===== config.mk =====
export PLATFORM = sky130hd
export DESIGN_NAME = temp_sensor_readout
export DESIGN_NICKNAME = d
export VERILOG_FILES = /design/src/design/temp_readout_pkg.sv /design/src/design/temp_sensor_readout.sv
export VERILOG_INCLUDE_DIRS = /design/src /design/src/design
export SDC_FILE = /design/constraint.sdc
export NUM_CORES = 1
export LEC_CHECK = 0
export BUFFER_PORTS_ARGS = -buffer_cell sky130_fd_sc_hd__buf_2
export CORE_MARGIN = 8
export CORE_UTILIZATION = 60
export DETAILED_ROUTE_END_ITERATION = 7
export GPL_ROUTABILITY_DRIVEN = 0
export GPL_TIMING_DRIVEN = 1
export PLACE_DENSITY = 0.87
export RECOVER_POWER = 100
export REMOVE_ABC_BUFFERS = 1
export SYNTH_ARGS = -nofsm -noshare
export SYNTH_HDL_FRONTEND = slang
export SYNTH_SLANG_ARGS = --single-unit
export TNS_END_PERCENT = 10

===== constraint.sdc =====
create_clock -name ref_clk -period 3 [get_ports ref_clk]
set_clock_uncertainty 0.05 [all_clocks]
set_input_delay 0.45 -clock ref_clk [delete_from_list [all_inputs] [get_ports ref_clk]]
set_output_delay 0.45 -clock ref_clk [all_outputs]
set_load 0.02 [all_outputs]

===== src/design/temp_readout_consts.svh =====
// Purpose: Constants for the temperature readout slave
// Assumes: ref_clk at 100 MHz
// Notes: Offsets, field positions, reset values and timing counts
`ifndef TEMP_READOUT_CONSTS_SVH
`define TEMP_READOUT_CONSTS_SVH
// Fixed upper nibble of the 7-bit slave address
`define ADDR_FIXED_HI 4'h9
// Pointer value of the temperature register
`define PTR_TEMP_VALUE 8'h00
// Reset values
`define TEMP_VALUE_RESET 16'h0000
`define PTR_RESET 8'h00
// Left-justified result: 12 bits at D15..D4, D3..D0 zero
`define TEMP_RESULT_LSB 4
`define TEMP_PAD_BITS 4'h0
// Bits in one bus byte
`define BYTE_BITS 4'h8
// Reference clock rate in kHz
`define REF_CLK_KHZ 100000
// Conversion period in ms, and the derived cycle count
`define CONV_PERIOD_MS 80
`define CONV_PERIOD_CYC (`CONV_PERIOD_MS * `REF_CLK_KHZ)
`endif


===== src/design/temp_readout_pkg.sv =====
// Purpose: Types for the temperature readout slave
// Assumes: Nothing beyond the constants header
// Notes: Gray codes along address, ack, data, ack
package temp_readout_pkg;
    // Serial slave states
    typedef enum logic [2:0] {
        ST_IDLE = 3'h0,
        ST_ADDR = 3'h1,
        ST_ADDR_ACK = 3'h3,
        ST_RX = 3'h2,
        ST_RX_ACK = 3'h6,
        ST_TX = 3'h7,
        ST_TX_ACK = 3'h5
    } slave_state_t;
endpackage


===== src/design/temp_sensor_readout.sv =====
// Purpose: Two-wire slave readout of a periodic temperature conversion
// Assumes: scl_in and sda_in synchronous to ref_clk, open-drain data line
// Notes: Only the temperature register is held here; other pointers read zero
`timescale 1ns/1ps
`include "temp_readout_consts.svh"

module temp_sensor_readout #(
    parameter int unsigned CONV_CYCLES = `CONV_PERIOD_CYC
) (
    // Clock and reset
    input wire logic ref_clk,
    input wire logic nrst,
    // Two-wire bus, data line open drain
    input wire logic scl_in,
    input wire logic sda_in,
    output logic sda_out,
    output logic sda_oe,
    // Address select straps
    input wire logic addr_select_bit2,
    input wire logic addr_select_bit1,
    input wire logic addr_select_bit0,
    // Converter handshake
    output logic conv_start,
    input wire logic adc_valid,
    input wire logic [11:0] adc_result,
    // Status
    output temp_readout_pkg::slave_state_t bus_state
);
    import temp_readout_pkg::*;

    localparam int CW = $clog2(CONV_CYCLES);

    // Refuse a period the counter cannot serve
    if (CONV_CYCLES < 2) begin : g_bad_period
        $error("CONV_CYCLES must be at least 2");
    end

    // Previous bus levels for edge detection
    logic scl_q_ff;
    logic sda_q_ff;
    // Slave state and byte handling
    slave_state_t state_ff;
    logic [3:0] bitcnt_ff;
    logic [7:0] shift_ff;
    logic rw_ff;
    logic first_ff;
    logic byte_sel_ff;
    logic [7:0] ptr_ff;
    logic [15:0] snap_ff;
    logic sda_oe_ff;
    logic sda_out_ff;
    // Conversion timer and result
    logic [CW-1:0] conv_cnt_ff;
    logic conv_start_ff;
    logic [15:0] temp_value_ff;

    // Bus events; 100 MHz sampling covers 400 kHz with wide margin
    wire scl_rise = scl_in & ~scl_q_ff;
    wire scl_fall = ~scl_in & scl_q_ff;
    wire bus_start = scl_in & scl_q_ff & sda_q_ff & ~sda_in;
    wire bus_stop = scl_in & scl_q_ff & ~sda_q_ff & sda_in;
    wire byte_done = (bitcnt_ff == `BYTE_BITS);

    // Own 7-bit address from the fixed nibble and straps
    wire [6:0] own_addr = {`ADDR_FIXED_HI, addr_select_bit2, addr_select_bit1,
        addr_select_bit0};
    wire addr_hit = (shift_ff[7:1] == own_addr);

    // Register selected by the pointer; unheld pointers read zero
    wire [15:0] read_word = (ptr_ff == `PTR_TEMP_VALUE) ? temp_value_ff : 16'h0000;
    // Byte to send: MSB first, LSB second
    wire [7:0] tx_byte = byte_sel_ff ? snap_ff[7:0] : snap_ff[15:8];

    // Left-justified result word
    wire [15:0] result_word = {adc_result, `TEMP_PAD_BITS};

    // Edge history
    always_ff @(posedge ref_clk or negedge nrst) begin
        if (!nrst) begin
            scl_q_ff <= 1'b1;
            sda_q_ff <= 1'b1;
        end else begin
            scl_q_ff <= scl_in;
            sda_q_ff <= sda_in;
        end
    end

    // Slave state machine; never drives the clock, never starts a transfer
    always_ff @(posedge ref_clk or negedge nrst) begin
        if (!nrst) begin
            state_ff <= ST_IDLE;
            bitcnt_ff <= 4'h0;
            shift_ff <= 8'h00;
            rw_ff <= 1'b0;
            first_ff <= 1'b0;
            byte_sel_ff <= 1'b0;
            ptr_ff <= `PTR_RESET;
            snap_ff <= `TEMP_VALUE_RESET;
            sda_oe_ff <= 1'b0;
        end else if (bus_start) begin
            // Start, or repeated start, always re-arms address capture
            state_ff <= ST_ADDR;
            bitcnt_ff <= 4'h0;
            sda_oe_ff <= 1'b0;
        end else if (bus_stop) begin
            // Stop ends any transfer and frees the line
            state_ff <= ST_IDLE;
            sda_oe_ff <= 1'b0;
        end else begin
            unique case (state_ff)
                ST_IDLE: begin
                    // Wait for a start
                    sda_oe_ff <= 1'b0;
                end
                ST_ADDR, ST_RX: begin
                    if (scl_rise && !byte_done) begin
                        // Sample on clock high, MSB first
                        shift_ff <= {shift_ff[6:0], sda_in};
                        bitcnt_ff <= bitcnt_ff + 4'h1;
                    end else if (scl_fall && byte_done) begin
                        bitcnt_ff <= 4'h0;
                        if (state_ff == ST_RX) begin
                            // Every received byte is acked
                            sda_oe_ff <= 1'b1;
                            state_ff <= ST_RX_ACK;
                        end else if (addr_hit) begin
                            sda_oe_ff <= 1'b1;
                            rw_ff <= shift_ff[0];
                            state_ff <= ST_ADDR_ACK;
                        end else begin
                            // Another slave is addressed
                            state_ff <= ST_IDLE;
                        end
                    end
                end
                ST_ADDR_ACK: begin
                    if (scl_fall) begin
                        if (rw_ff) begin
                            // Read: freeze the word so both bytes match
                            snap_ff <= read_word;
                            shift_ff <= {(read_word[14:8]), 1'b0};
                            sda_oe_ff <= ~read_word[15];
                            byte_sel_ff <= 1'b1;
                            bitcnt_ff <= 4'h1;
                            state_ff <= ST_TX;
                        end else begin
                            // Write: next byte is the pointer
                            sda_oe_ff <= 1'b0;
                            first_ff <= 1'b1;
                            state_ff <= ST_RX;
                        end
                    end
                end
                ST_RX_ACK: begin
                    if (scl_fall) begin
                        sda_oe_ff <= 1'b0;
                        first_ff <= 1'b0;
                        // First data byte sets the pointer; later ones are dropped
                        if (first_ff) begin
                            ptr_ff <= shift_ff;
                        end
                        state_ff <= ST_RX;
                    end
                end
                ST_TX: begin
                    if (scl_fall) begin
                        if (byte_done) begin
                            // Release for the master's ack bit
                            sda_oe_ff <= 1'b0;
                            state_ff <= ST_TX_ACK;
                        end else begin
                            sda_oe_ff <= ~shift_ff[7];
                            shift_ff <= {shift_ff[6:0], 1'b0};
                            bitcnt_ff <= bitcnt_ff + 4'h1;
                        end
                    end
                end
                ST_TX_ACK: begin
                    if (scl_rise && sda_in) begin
                        // Nack: stop driving until the next start
                        sda_oe_ff <= 1'b0;
                        state_ff <= ST_IDLE;
                    end else if (scl_fall) begin
                        // Ack: send the other byte; words repeat
                        shift_ff <= {tx_byte[6:0], 1'b0};
                        sda_oe_ff <= ~tx_byte[7];
                        byte_sel_ff <= ~byte_sel_ff;
                        bitcnt_ff <= 4'h1;
                        state_ff <= ST_TX;
                    end
                end
                default: begin
                    state_ff <= ST_IDLE;
                    sda_oe_ff <= 1'b0;
                end
            endcase
        end
    end

    // Free-running conversion timer; the bus has no path into it
    always_ff @(posedge ref_clk or negedge nrst) begin
        if (!nrst) begin
            conv_cnt_ff <= '0;
            conv_start_ff <= 1'b0;
        end else begin
            conv_start_ff <= (conv_cnt_ff == '0);
            if (conv_cnt_ff == '0) begin
                conv_cnt_ff <= CW'(CONV_CYCLES - 1);
            end else begin
                conv_cnt_ff <= conv_cnt_ff - 1'b1;
            end
        end
    end

    // Result register only changes on a finished conversion
    always_ff @(posedge ref_clk or negedge nrst) begin
        if (!nrst) begin
            temp_value_ff <= `TEMP_VALUE_RESET;
        end else if (adc_valid) begin
            temp_value_ff <= result_word;
        end
    end

    // Open drain: the driven level is always low
    always_ff @(posedge ref_clk or negedge nrst) begin
        if (!nrst) begin
            sda_out_ff <= 1'b0;
        end else begin
            sda_out_ff <= 1'b0;
        end
    end

    assign sda_out = sda_out_ff;
    assign sda_oe = sda_oe_ff;
    assign conv_start = conv_start_ff;
    assign bus_state = state_ff;
endmodule


==> impl_metrics.env, run 1 <==
export IMPL_yosysWarnings=0
export IMPL_cts_made_buffers=9
export IMPL_ys_seq_area_share_pct=48.6
export IMPL_final_nets=436
export IMPL_routedWlPerCell_um=16.7
export IMPL_fmax_ghz=0.375
export IMPL_synth_fa_ha_area_share_pct=1.26
export IMPL_die_w_um=97.3
export IMPL_drv_cap=1
export IMPL_grt_use_total_pct=17.7
export IMPL_crit_path_start="conv_cnt_ff[9]"
export IMPL_post_cts_buffers=0
export IMPL_syn_inst=392
export IMPL_htreeDepth=3
export IMPL_rsz0062_at_grt="false"
export IMPL_synth_largest_area_cell="dfrtp_1"
export IMPL_crit_family="simple AND/OR/NAND/NOR gates"
export IMPL_cp_slowest_cell="nor4_1"
export IMPL_hold_viol_final=0
export IMPL_worstMarginPinSlew_ps=1850
export IMPL_synth_mux_area_share_pct=9.39
export IMPL_antenna_found_initial=0
export IMPL_placed_area_mm2=0.00413
export IMPL_num_fill_cells=492
export IMPL_finalCriticalPeriod_ps=2670
export IMPL_synth_simple_area_share_pct=19.6
export IMPL_drive_gt1_share_pct=13.7
export IMPL_synth_edf_count=0
export IMPL_fp_dieArea_mm2=0.00947
export IMPL_worstPathCellList="nor4_1 > nand3_1 > or3_1 > clkinvlp_2 > nor2_1"
export IMPL_cts_tree="done"
export IMPL_clk_latency_ps=350
export IMPL_firstDrtPassIters=5
export IMPL_status="finished with violations"
export IMPL_fp_dieH_um=97.3
export IMPL_via_per_inst=6.20
export IMPL_crit_type="flop to flop"
export IMPL_core_region_area_mm2=0.00639
export IMPL_initial_utilization_pct=62.1
export IMPL_cts_root_buffer="clkbuf_8"
export IMPL_synth_xor_area_share_pct=4.41
export IMPL_finalSetupTns_ps=0
export IMPL_synth_top_family_by_area="simple AND/OR/NAND/NOR gates"
export IMPL_synthTopCellsByArea="dfrtp_1 47%, nand2_1 5.5%, mux2_1 4.0%"
export IMPL_clk_pin_slew_ps=90
export IMPL_max_stage_delay_ps=820
export IMPL_hold_class="input pin to flop"
export IMPL_area_delta_synth_final_pct=8.54
export IMPL_final_common_cell="dfrtp_1"
export IMPL_cp_num_cells=5
export IMPL_synth_compound_area_share_pct=13.1
export IMPL_ant_nets=0
export IMPL_violations="capacitance limit, slew limit"
export IMPL_grt_pass1_wl_um=14300
export IMPL_path_buf_inv=1
export IMPL_rows=29
export IMPL_antennaDiodeCount=0
export IMPL_final_cell_mix="75 x dfrtp_1, 58 x nand2_1, 22 x nor2_1"
export IMPL_num_vias=3065
export IMPL_drt_iter0_drc=177
export IMPL_ys_flop_type="dfrtp_1"
export IMPL_vdd_drop_max_uv=346
export IMPL_grt_pass1_vias=3033
export IMPL_post_route_period_util_pct=88.8
export IMPL_ctsResizeCount=0
export IMPL_synth_cell_types=69
export IMPL_crit_fanout=9
export IMPL_grt_ovfl_total=0
export IMPL_post_route_util_pct=67.5
export IMPL_min_from="sda_in"
export IMPL_ys_ff_latch=77
export IMPL_cp_start_kind="flop"
export IMPL_syn_area_per_cell_um2=10.1
export IMPL_min_path_cells=1
export IMPL_grt_max_degree=78
export IMPL_cts_max_path_buffers=2
export IMPL_cts_sinks=77
export IMPL_end_kind="flop"
export IMPL_power_density_mw_per_mm2=473
export IMPL_crit_required_ps=3170
export IMPL_io_buffers=24
export IMPL_synthArstFlopShare_pct=100
export IMPL_boundaryPins=26
export IMPL_netlist_area_mm2=0.00397
export IMPL_finish_instance_area_mm2=0.00431
export IMPL_timing_rr_start="conv_cnt_ff[9]"
export IMPL_drc=0
export IMPL_rr_worst_depth=5
export IMPL_dpl_hpwl_um=5740
export IMPL_wl_um=8270
export IMPL_max_slew_margin_pct=-23.2
export IMPL_hold_buffers=0
export IMPL_leakage_nw=1.88
export IMPL_netlist_area_leader_share_pct=47.3
export IMPL_final_max_slew_viol_count=78
export IMPL_finalSetupViolations=0
export IMPL_critPathArrivalTime_ps=2840
==> cell families after synthesis <==
family | count (synthesis)
and+or+nand+nor | 148
DFF | 77
AOI/OAI and AO/OA | 75
muxes | 34
buffers and inverters | 33
xor gates and xnor gates | 20
adders and majority gates | 4
other | 1
==> Yosys cell counts, types with 3 or more instances <==
| cell | instances |
|---|---|
| dfrtp_1 | 75 |
| nand2_1 | 58 |
| nor2_1 | 22 |
| inv_1 | 14 |
| mux2_1 | 14 |
| o21ai_1 | 13 |
| mux2_2 | 12 |
| xnor2_1 | 12 |
| o21ai_0 | 11 |
| nand3_1 | 9 |
| a21oi_1 | 8 |
| mux2i_1 | 8 |
| nand2b_1 | 8 |
| nor3_1 | 8 |
| xor2_1 | 8 |
| clkbuf_1 | 7 |
| nand4_1 | 6 |
| buf_2 | 5 |
| nor4_1 | 5 |
| o22ai_1 | 5 |
| a21o_1 | 4 |
| a222oi_1 | 4 |
| buf_1 | 4 |
| ha_1 | 4 |
| a221o_1 | 3 |
| and2_1 | 3 |
| nand4b_1 | 3 |
| nor2b_1 | 3 |
| o31ai_1 | 3 |
==> registers in the layout (all words and copies together) (netlist names) <==
signal         count
bus_state          3
snap_ff           12
bitcnt_ff          4
conv_cnt_ff       23
sda_oe             1
byte_sel_ff        1
scl_q_ff           1
ptr_ff             8
shift_ff           8
rw_ff              1
conv_start         1
first_ff           1
temp_value_ff     12
sda_q_ff           1
==> power by group <==
| group | total [mW] | switching (mW) | internal, mW |
|---|---|---|---|
| Clock | 0.813 | 0.400 | 0.413 |
| Combinational | 0.119 | 0.0631 | 0.0559 |
| Sequential | 1.10 | 0.0348 | 1.07 |
==> metrics by stage <==
step	std cells	worst slack [ps]	total power [mW]	hold slack, ps
2_1_floorplan	374	688	1.18	104
3_3_place_gp	478	566	1.24	394
3_5_place_dp	478	499	1.24	413
4_1_cts	494	470	2.05	206
5_1_grt	494	200	2.11	259
6_report	494	335	2.04	260
==> metal layers <==
| metal | vias to the layer above | wire [um] | track usage (%) | share of wire [%] |
|---|---|---|---|---|
| met3 | 17 | 421 | 4.27 | 5.1 |
| met4 | 0 | 141 | 6.41 | 1.7 |
| met2 | 91 | 4060 | 28.4 | 49 |
| li1 | 1439 | - | - | - |
| met5 | - | 0 | 0 | 0 |
| met1 | 1518 | 3640 | 22.7 | 44 |
==> cell type report <==
class / count / area [um^2] / area share, %
Tap cell: 77 / 96.3 / 2.24
Sequential cell: 77 / 1930 / 44.8
Inverter: 15 / 57.6 / 1.34
Clock buffer: 10 / 138 / 3.19
Multi-Input combinational cell: 282 / 1890 / 43.8
Timing Repair Buffer: 27 / 129 / 2.99
Clock inverter: 6 / 71.3 / 1.66
==> path summary, 6_finish.rpt <==
check | to | slack, ps
min reg2reg | conv_cnt_ff[0] | 430
max reg2reg | conv_cnt_ff[15] | 330
min in group asynchronous | temp_value_ff[4] | 550
max in group asynchronous | temp_value_ff[9] | 1250
min | sda_q_ff | 260
max | conv_cnt_ff[15] | 330
Note: power is estimated with default switching activity, not from simulation.
==> run 2, diff against run 1 <==
==> constraint.sdc (replaced) <==
create_clock -name ref_clk -period 3 [get_ports ref_clk]
set_clock_uncertainty 0.05 [all_clocks]
set_input_delay 0.6 -clock ref_clk [delete_from_list [all_inputs] [get_ports ref_clk]]
set_output_delay 0.6 -clock ref_clk [all_outputs]
set_load 0.02 [all_outputs]
==> run 2 against run 1 <==
  * The run still ends with capacitance limit, slew limit left
  * Sequential power hardly changed
  * Global-route usage is 0.20 points lower
  * Critical path depth stayed put
  * Power is 1.1% higher
  * Clock-buffer cell count is 1 higher
  * Highest routed layer unchanged
==> impl_metrics.env, run 2 (synthesis gave the netlist of run 1 again) <==
export IMPL_post_route_period_util_pct=87.4
export IMPL_core_region_area_mm2=0.00639
export IMPL_firstDrtPassIters=5
export IMPL_grt_max_degree=78
export IMPL_cts_tree="done"
export IMPL_crit_fanout=7
export IMPL_dp_slack_ps=483
export IMPL_boundaryPins=26
export IMPL_routedWlPerCell_um=16.3
export IMPL_leakage_nw=1.90
export IMPL_max_slew_margin_pct=-22.9
export IMPL_crit_required_ps=3190
export IMPL_hold_buffers=0
export IMPL_dpl_hpwl_um=5640
export IMPL_cp_start_kind="flop"
export IMPL_power_density_mw_per_mm2=479
export IMPL_antenna_found_initial=0
export IMPL_critPathMostFrequentCell="or2_0"
export IMPL_ctsResizeCount=0
export IMPL_hold_viol_final=0
export IMPL_grt_pass1_vias=3126
export IMPL_rsz0062_at_grt="false"
export IMPL_cts_made_buffers=9
export IMPL_largest_reg_flops=23
export IMPL_timing_hold_ws_ps=407
export IMPL_crit_type="flop to flop"
export IMPL_worstPathCellList="nor4_1 > nand3_1 > or2_0 > or2_0 > and2_1"
export IMPL_initial_utilization_pct=62.1
export IMPL_fmax_ghz=0.382
export IMPL_drv_cap=1
export IMPL_area_delta_synth_final_pct=8.26
export IMPL_timing_rr_start="conv_cnt_ff[9]"
export IMPL_final_nets=436
export IMPL_htreeDepth=3
export IMPL_worstMarginPinSlew_ps=1840
export IMPL_post_cts_buffers=0
export IMPL_ant_nets=0
export IMPL_reg_top3="conv_cnt_ff: 23 flops, snap_ff: 12 flops, temp_value_ff: 12 flops"
export IMPL_regMostFlops="conv_cnt_ff"
export IMPL_violations="capacitance limit, slew limit"
export IMPL_cts_max_path_buffers=2
export IMPL_clk_pin_slew_ps=80
export IMPL_crit_path_start="conv_cnt_ff[9]"
export IMPL_finish_instance_area_mm2=0.00430
export IMPL_wl_um=8040
export IMPL_status="finished with violations"
export IMPL_finalCriticalPeriod_ps=2620
export IMPL_fp_dieArea_mm2=0.00947
export IMPL_antennaDiodeCount=0
export IMPL_num_vias=2993
export IMPL_cp_slowest_cell="nor4_1"
export IMPL_clk_latency_ps=340
export IMPL_fp_dieH_um=97.3
export IMPL_vdd_drop_max_uv=419
export IMPL_hold_class="flop to flop"
export IMPL_grt_ovfl_total=0
export IMPL_drt_iter0_drc=188
export IMPL_die_w_um=97.3
export IMPL_io_buffers=24
export IMPL_finalSetupViolations=0
export IMPL_min_from="conv_cnt_ff[0]"
export IMPL_critPathArrivalTime_ps=2810
export IMPL_fin_ws_ps=379
export IMPL_placed_area_mm2=0.00413
export IMPL_rows=29
export IMPL_grt_use_total_pct=17.5
export IMPL_final_max_slew_viol_count=78
export IMPL_drc=0
export IMPL_drive_gt1_share_pct=13.2
export IMPL_end_kind="flop"
export IMPL_cts_root_buffer="clkbuf_8"
export IMPL_via_per_inst=6.07
export IMPL_max_stage_delay_ps=800
export IMPL_final_common_cell="dfrtp_1"
export IMPL_final_cell_mix="75 x dfrtp_1, 58 x nand2_1, 22 x nor2_1"
export IMPL_finalSetupTns_ps=0
export IMPL_cts_sinks=77
export IMPL_grt_pass1_wl_um=14100
## run 2: final timing paths
kind	to	slack, ps	cells after the start
max	conv_cnt_ff[9]	380	5
min	conv_cnt_ff[0]	410	1
max reg2reg	conv_cnt_ff[9]	380	5
min reg2reg	conv_cnt_ff[0]	410	1
max in group asynchronous	bitcnt_ff[3]	1110	1
min in group asynchronous	temp_value_ff[5]	700	1
## run 2: cell type report
cell class                 count  area [um^2]
inverter                      15         57.6
timing repair buffer          27          128
clock buffer                  11          131
clock inverter                 4         73.8
multi-input combinational    282         1880
sequential                    77         1930
tap                           77         96.3
fill                         468         2090
## run 2: routing by layer
metal | track usage [%] | vias to the layer above | wire [um]
li1 | - | 1434 | -
met3 | 3.84 | 9 | 364
met1 | 22.2 | 1477 | 3640
met2 | 28.5 | 73 | 3950
met4 | 6.41 | 0 | 80
met5 | 0 | - | 0
## run 2: per-stage QoR
stage               instances  util, %  power, mW
finish                    493     67.3       2.06
global route              493     67.3       2.13
CTS                       493     67.8       2.07
detailed placement        478     64.6       1.24
global placement          478     64.6       1.24
floorplan                 374        -       1.18
## run 2: report_power, final
group          leakage (nW)  switching, mW  internal [mW]  total, mW
sequential            0.949         0.0338           1.07       1.10
combinational         0.845         0.0636         0.0561      0.120
clock                 0.103          0.370          0.465      0.836
total                  1.90          0.468           1.59       2.06
## run 2: worst max-delay path, delay by kind of cell, from the launching register on
| kind | cells | cell delay, ps |
|---|---|---|
| simple gates | 5 | 2010 |
| flops | 1 | 450 |
==> run 3, diff against run 2 <==
--- a/config.mk
+++ b/config.mk
@@ -6,13 +6,14 @@
 export SDC_FILE = /design/constraint.sdc
 export NUM_CORES = 1
 export LEC_CHECK = 0
+export ABC_AREA = 1
 export BUFFER_PORTS_ARGS = -buffer_cell sky130_fd_sc_hd__buf_2
 export CORE_MARGIN = 8
-export CORE_UTILIZATION = 60
+export CORE_UTILIZATION = 61
 export DETAILED_ROUTE_END_ITERATION = 7
 export GPL_ROUTABILITY_DRIVEN = 0
 export GPL_TIMING_DRIVEN = 1
-export PLACE_DENSITY = 0.87
+export PLACE_DENSITY = 0.88
 export RECOVER_POWER = 100
 export REMOVE_ABC_BUFFERS = 1
 export SYNTH_ARGS = -nofsm -noshare
==> run 3 against run 2 <==
  * The run ends with DRC, capacitance limit, slew limit left
  * Worst hold slack got worse by 74 ps
  * Power is 5.5% higher
  * Global-route usage rose by 2.0 points
  * Sequential share of layout area down 1.5 points
  * Routed wire length up 15%
  * Die area grew 2.0%
  * Final cell count up 32%
  * Setup slack improved by 390 ps
  * Utilization decreased by 0.71 points
  * Via count is 21% higher
  * Final area grew 3.5%
  * Register-to-register slack improved by 390 ps
  * Largest cell class unchanged
==> impl_metrics.env, run 3 <==
export IMPL_synth_cell_types=38
export IMPL_cts_sinks=77
export IMPL_antennaDiodeCount=0
export IMPL_status="finished with violations"
export IMPL_finalSetupTns_ps=0
export IMPL_rsz0062_at_grt="false"
export IMPL_timing_hold_ws_ps=332
export IMPL_grt_pass1_wl_um=15600
export IMPL_clk_pin_slew_ps=80
export IMPL_cts_made_buffers=9
export IMPL_core_region_area_mm2=0.00668
export IMPL_htreeDepth=3
export IMPL_fp_dieH_um=98.3
export IMPL_hold_class="input pin to flop"
export IMPL_syn_area_per_cell_um2=7.61
export IMPL_violations="DRC, capacitance limit, slew limit"
export IMPL_finalSetupViolations=0
export IMPL_r2r_end="snap_ff[6]"
export IMPL_end_kind="flop"
export IMPL_timing_rr_start="bus_state[1]"
export IMPL_fp_dieArea_mm2=0.00967
export IMPL_cts_root_buffer="clkbuf_8"
export IMPL_cts_tree="done"
export IMPL_worst_r2r_setup_slack_ps=770
export IMPL_max_slew_margin_pct=-27.0
export IMPL_dpl_hpwl_um=6570
export IMPL_fmax_ghz=0.449
export IMPL_post_synth_top_count_cell="nand2_1"
export IMPL_initial_utilization_pct=61.9
export IMPL_boundaryPins=26
export IMPL_synth_largest_area_cell="dfrtp_1"
export IMPL_cp_start_kind="flop"
export IMPL_placed_area_mm2=0.00430
export IMPL_finish_instance_area_mm2=0.00445
export IMPL_power_density_mw_per_mm2=489
export IMPL_layoutNonFillerInstCount=652
export IMPL_grt_ovfl_total=0
export IMPL_crit_fanout=14
export IMPL_regArea_mm2=0.00193
export IMPL_regMostFlops="conv_cnt_ff"
export IMPL_yosysWarnings=0
export IMPL_antenna_found_initial=0
export IMPL_synth_common_cells="162 x nand2_1, 75 x dfrtp_1, 74 x nor2_1, 61 x inv_1, 51 x nand3_1"
export IMPL_netlist_area_leader_share_pct=45.4
export IMPL_grt_pass1_vias=3505
export IMPL_drv_cap=1
export IMPL_post_route_period_util_pct=74.2
export IMPL_syn_inst=543
export IMPL_finalCriticalPeriod_ps=2230
export IMPL_num_fill_cells=546
export IMPL_vdd_drop_max_uv=334
export IMPL_post_cts_buffers=0
export IMPL_synth_edf_count=0
export IMPL_io_buffers=24
export IMPL_synthArstFlopShare_pct=100
export IMPL_die_w_um=98.3
export IMPL_leakage_nw=2.32
export IMPL_multiInputGateArea_mm2=0.00186
export IMPL_final_common_cell="nand2_1"
export IMPL_grt_max_degree=78
export IMPL_firstDrtPassIters=8
export IMPL_cts_max_path_buffers=2
export IMPL_drive_gt1_share_pct=9.62
export IMPL_synthTopCellsByArea="dfrtp_1 45%, nand2_1 15%, nor2_1 6.7%"
export IMPL_final_max_slew_viol_count=78
export IMPL_ctsResizeCount=0
export IMPL_num_vias=3626
export IMPL_routedWlPerCell_um=14.1
export IMPL_drc=4
export IMPL_ys_flop_type="dfrtp_1"
export IMPL_clk_latency_ps=340
export IMPL_crit_type="flop to flop"
export IMPL_critPathArrivalTime_ps=2400
export IMPL_crit_required_ps=3170
export IMPL_crit_path_end="snap_ff[6]"
export IMPL_ant_nets=0
export IMPL_dp_cells=636
export IMPL_drt_iter0_drc=279
export IMPL_rr_worst_depth=7
export IMPL_rows=30
export IMPL_ys_seq_area_share_pct=46.7
export IMPL_reg_top3="conv_cnt_ff: 23 flops, snap_ff: 12 flops, temp_value_ff: 12 flops"
export IMPL_finalPower_mw=2.17
export IMPL_wl_um=9200
export IMPL_final_nets=591
export IMPL_via_per_inst=5.56
export IMPL_crit_path_start="bus_state[1]"
export IMPL_grt_use_total_pct=19.5
export IMPL_worstMarginPinSlew_ps=1900
export IMPL_hold_buffers=0
export IMPL_final_cell_mix="162 x nand2_1, 75 x nor2_1, 75 x dfrtp_1"
export IMPL_ys_ff_latch=77
export IMPL_hold_viol_final=0
export IMPL_largest_reg_flops=23
export IMPL_netlist_area_mm2=0.00413
export IMPL_area_delta_synth_final_pct=7.60
[run 3: cell types whose count changed in the layout (fill, tap and decap cells not counted), moves of 10 or more]
| cell | before | now |
|---|---|---|
| nand2_1 | 58 | 162 |
| nor2_1 | 22 | 75 |
| inv_1 | 14 | 62 |
| nand3_1 | 9 | 53 |
| mux2_1 | 14 | 0 |
| xnor2_1 | 12 | 1 |
| o21ai_0 | 19 | 29 |
[run 3: worst min-delay path by stage]
stage	start	endpoint	cells after the start
after global routing	sda_in	sda_q_ff	1
after detailed placement	conv_cnt_ff[0]	conv_cnt_ff[0]	1
after global placement	conv_cnt_ff[0]	conv_cnt_ff[0]	1
after floorplan	nrst	bitcnt_ff[0]	0
final	sda_in	sda_q_ff	1
after CTS	sda_in	sda_q_ff	1
[run 3: cells by family after synthesis]
| group | synth area share [%] |
|---|---|
| flip-flops | 46.7 |
| other | 0.0907 |
| XOR/XNOR | 1.27 |
| adder cells (fa/ha/maj) | 1.21 |
| AO/OA/AOI/OAI | 6.60 |
| multiplexers | 3.54 |
| AND/OR/NAND/NOR | 33.1 |
| buffers and inverters | 7.48 |
[run 3: through the flow]
step / utilization [%] / worst slack, ps
after floorplan: - / 1260
after global placement: 64.3 / 952
after detailed placement: 64.3 / 868
after CTS: 67.3 / 969
after global routing: 66.6 / 620
final: 66.6 / 773
[run 3: critical path, cell delays in order (launching register included)]
cell,delay [ps]
dfrtp_1,560
nand3_1,400
nor2_1,280
inv_1,150
nor2_4,220
inv_1,230
nand2_1,120
o21ai_0,90
[run 3: layer usage]
layer	global-route usage, %	vias up	routed length (um)
li1	-	1770	-
met2	32.0	151	4300
met4	7.91	0	204
met1	24.4	1679	4090
met3	4.05	26	603
met5	0	-	0
[run 3: final cells by class]
class,instances,area share (%)
sequential,77,43.4
multi-input combinational,390,41.8
inverter,64,5.40
clock buffer,10,3.09
timing repair buffer,25,2.64
tap,80,2.25
clock inverter,6,1.41
[run 3: power breakdown]
group          switching [mW]  leakage (nW)  internal (mW)  total (mW)
logic                   0.146          1.26         0.0862       0.232
clock network           0.384         0.106          0.406       0.790
registers              0.0585         0.950           1.09        1.15
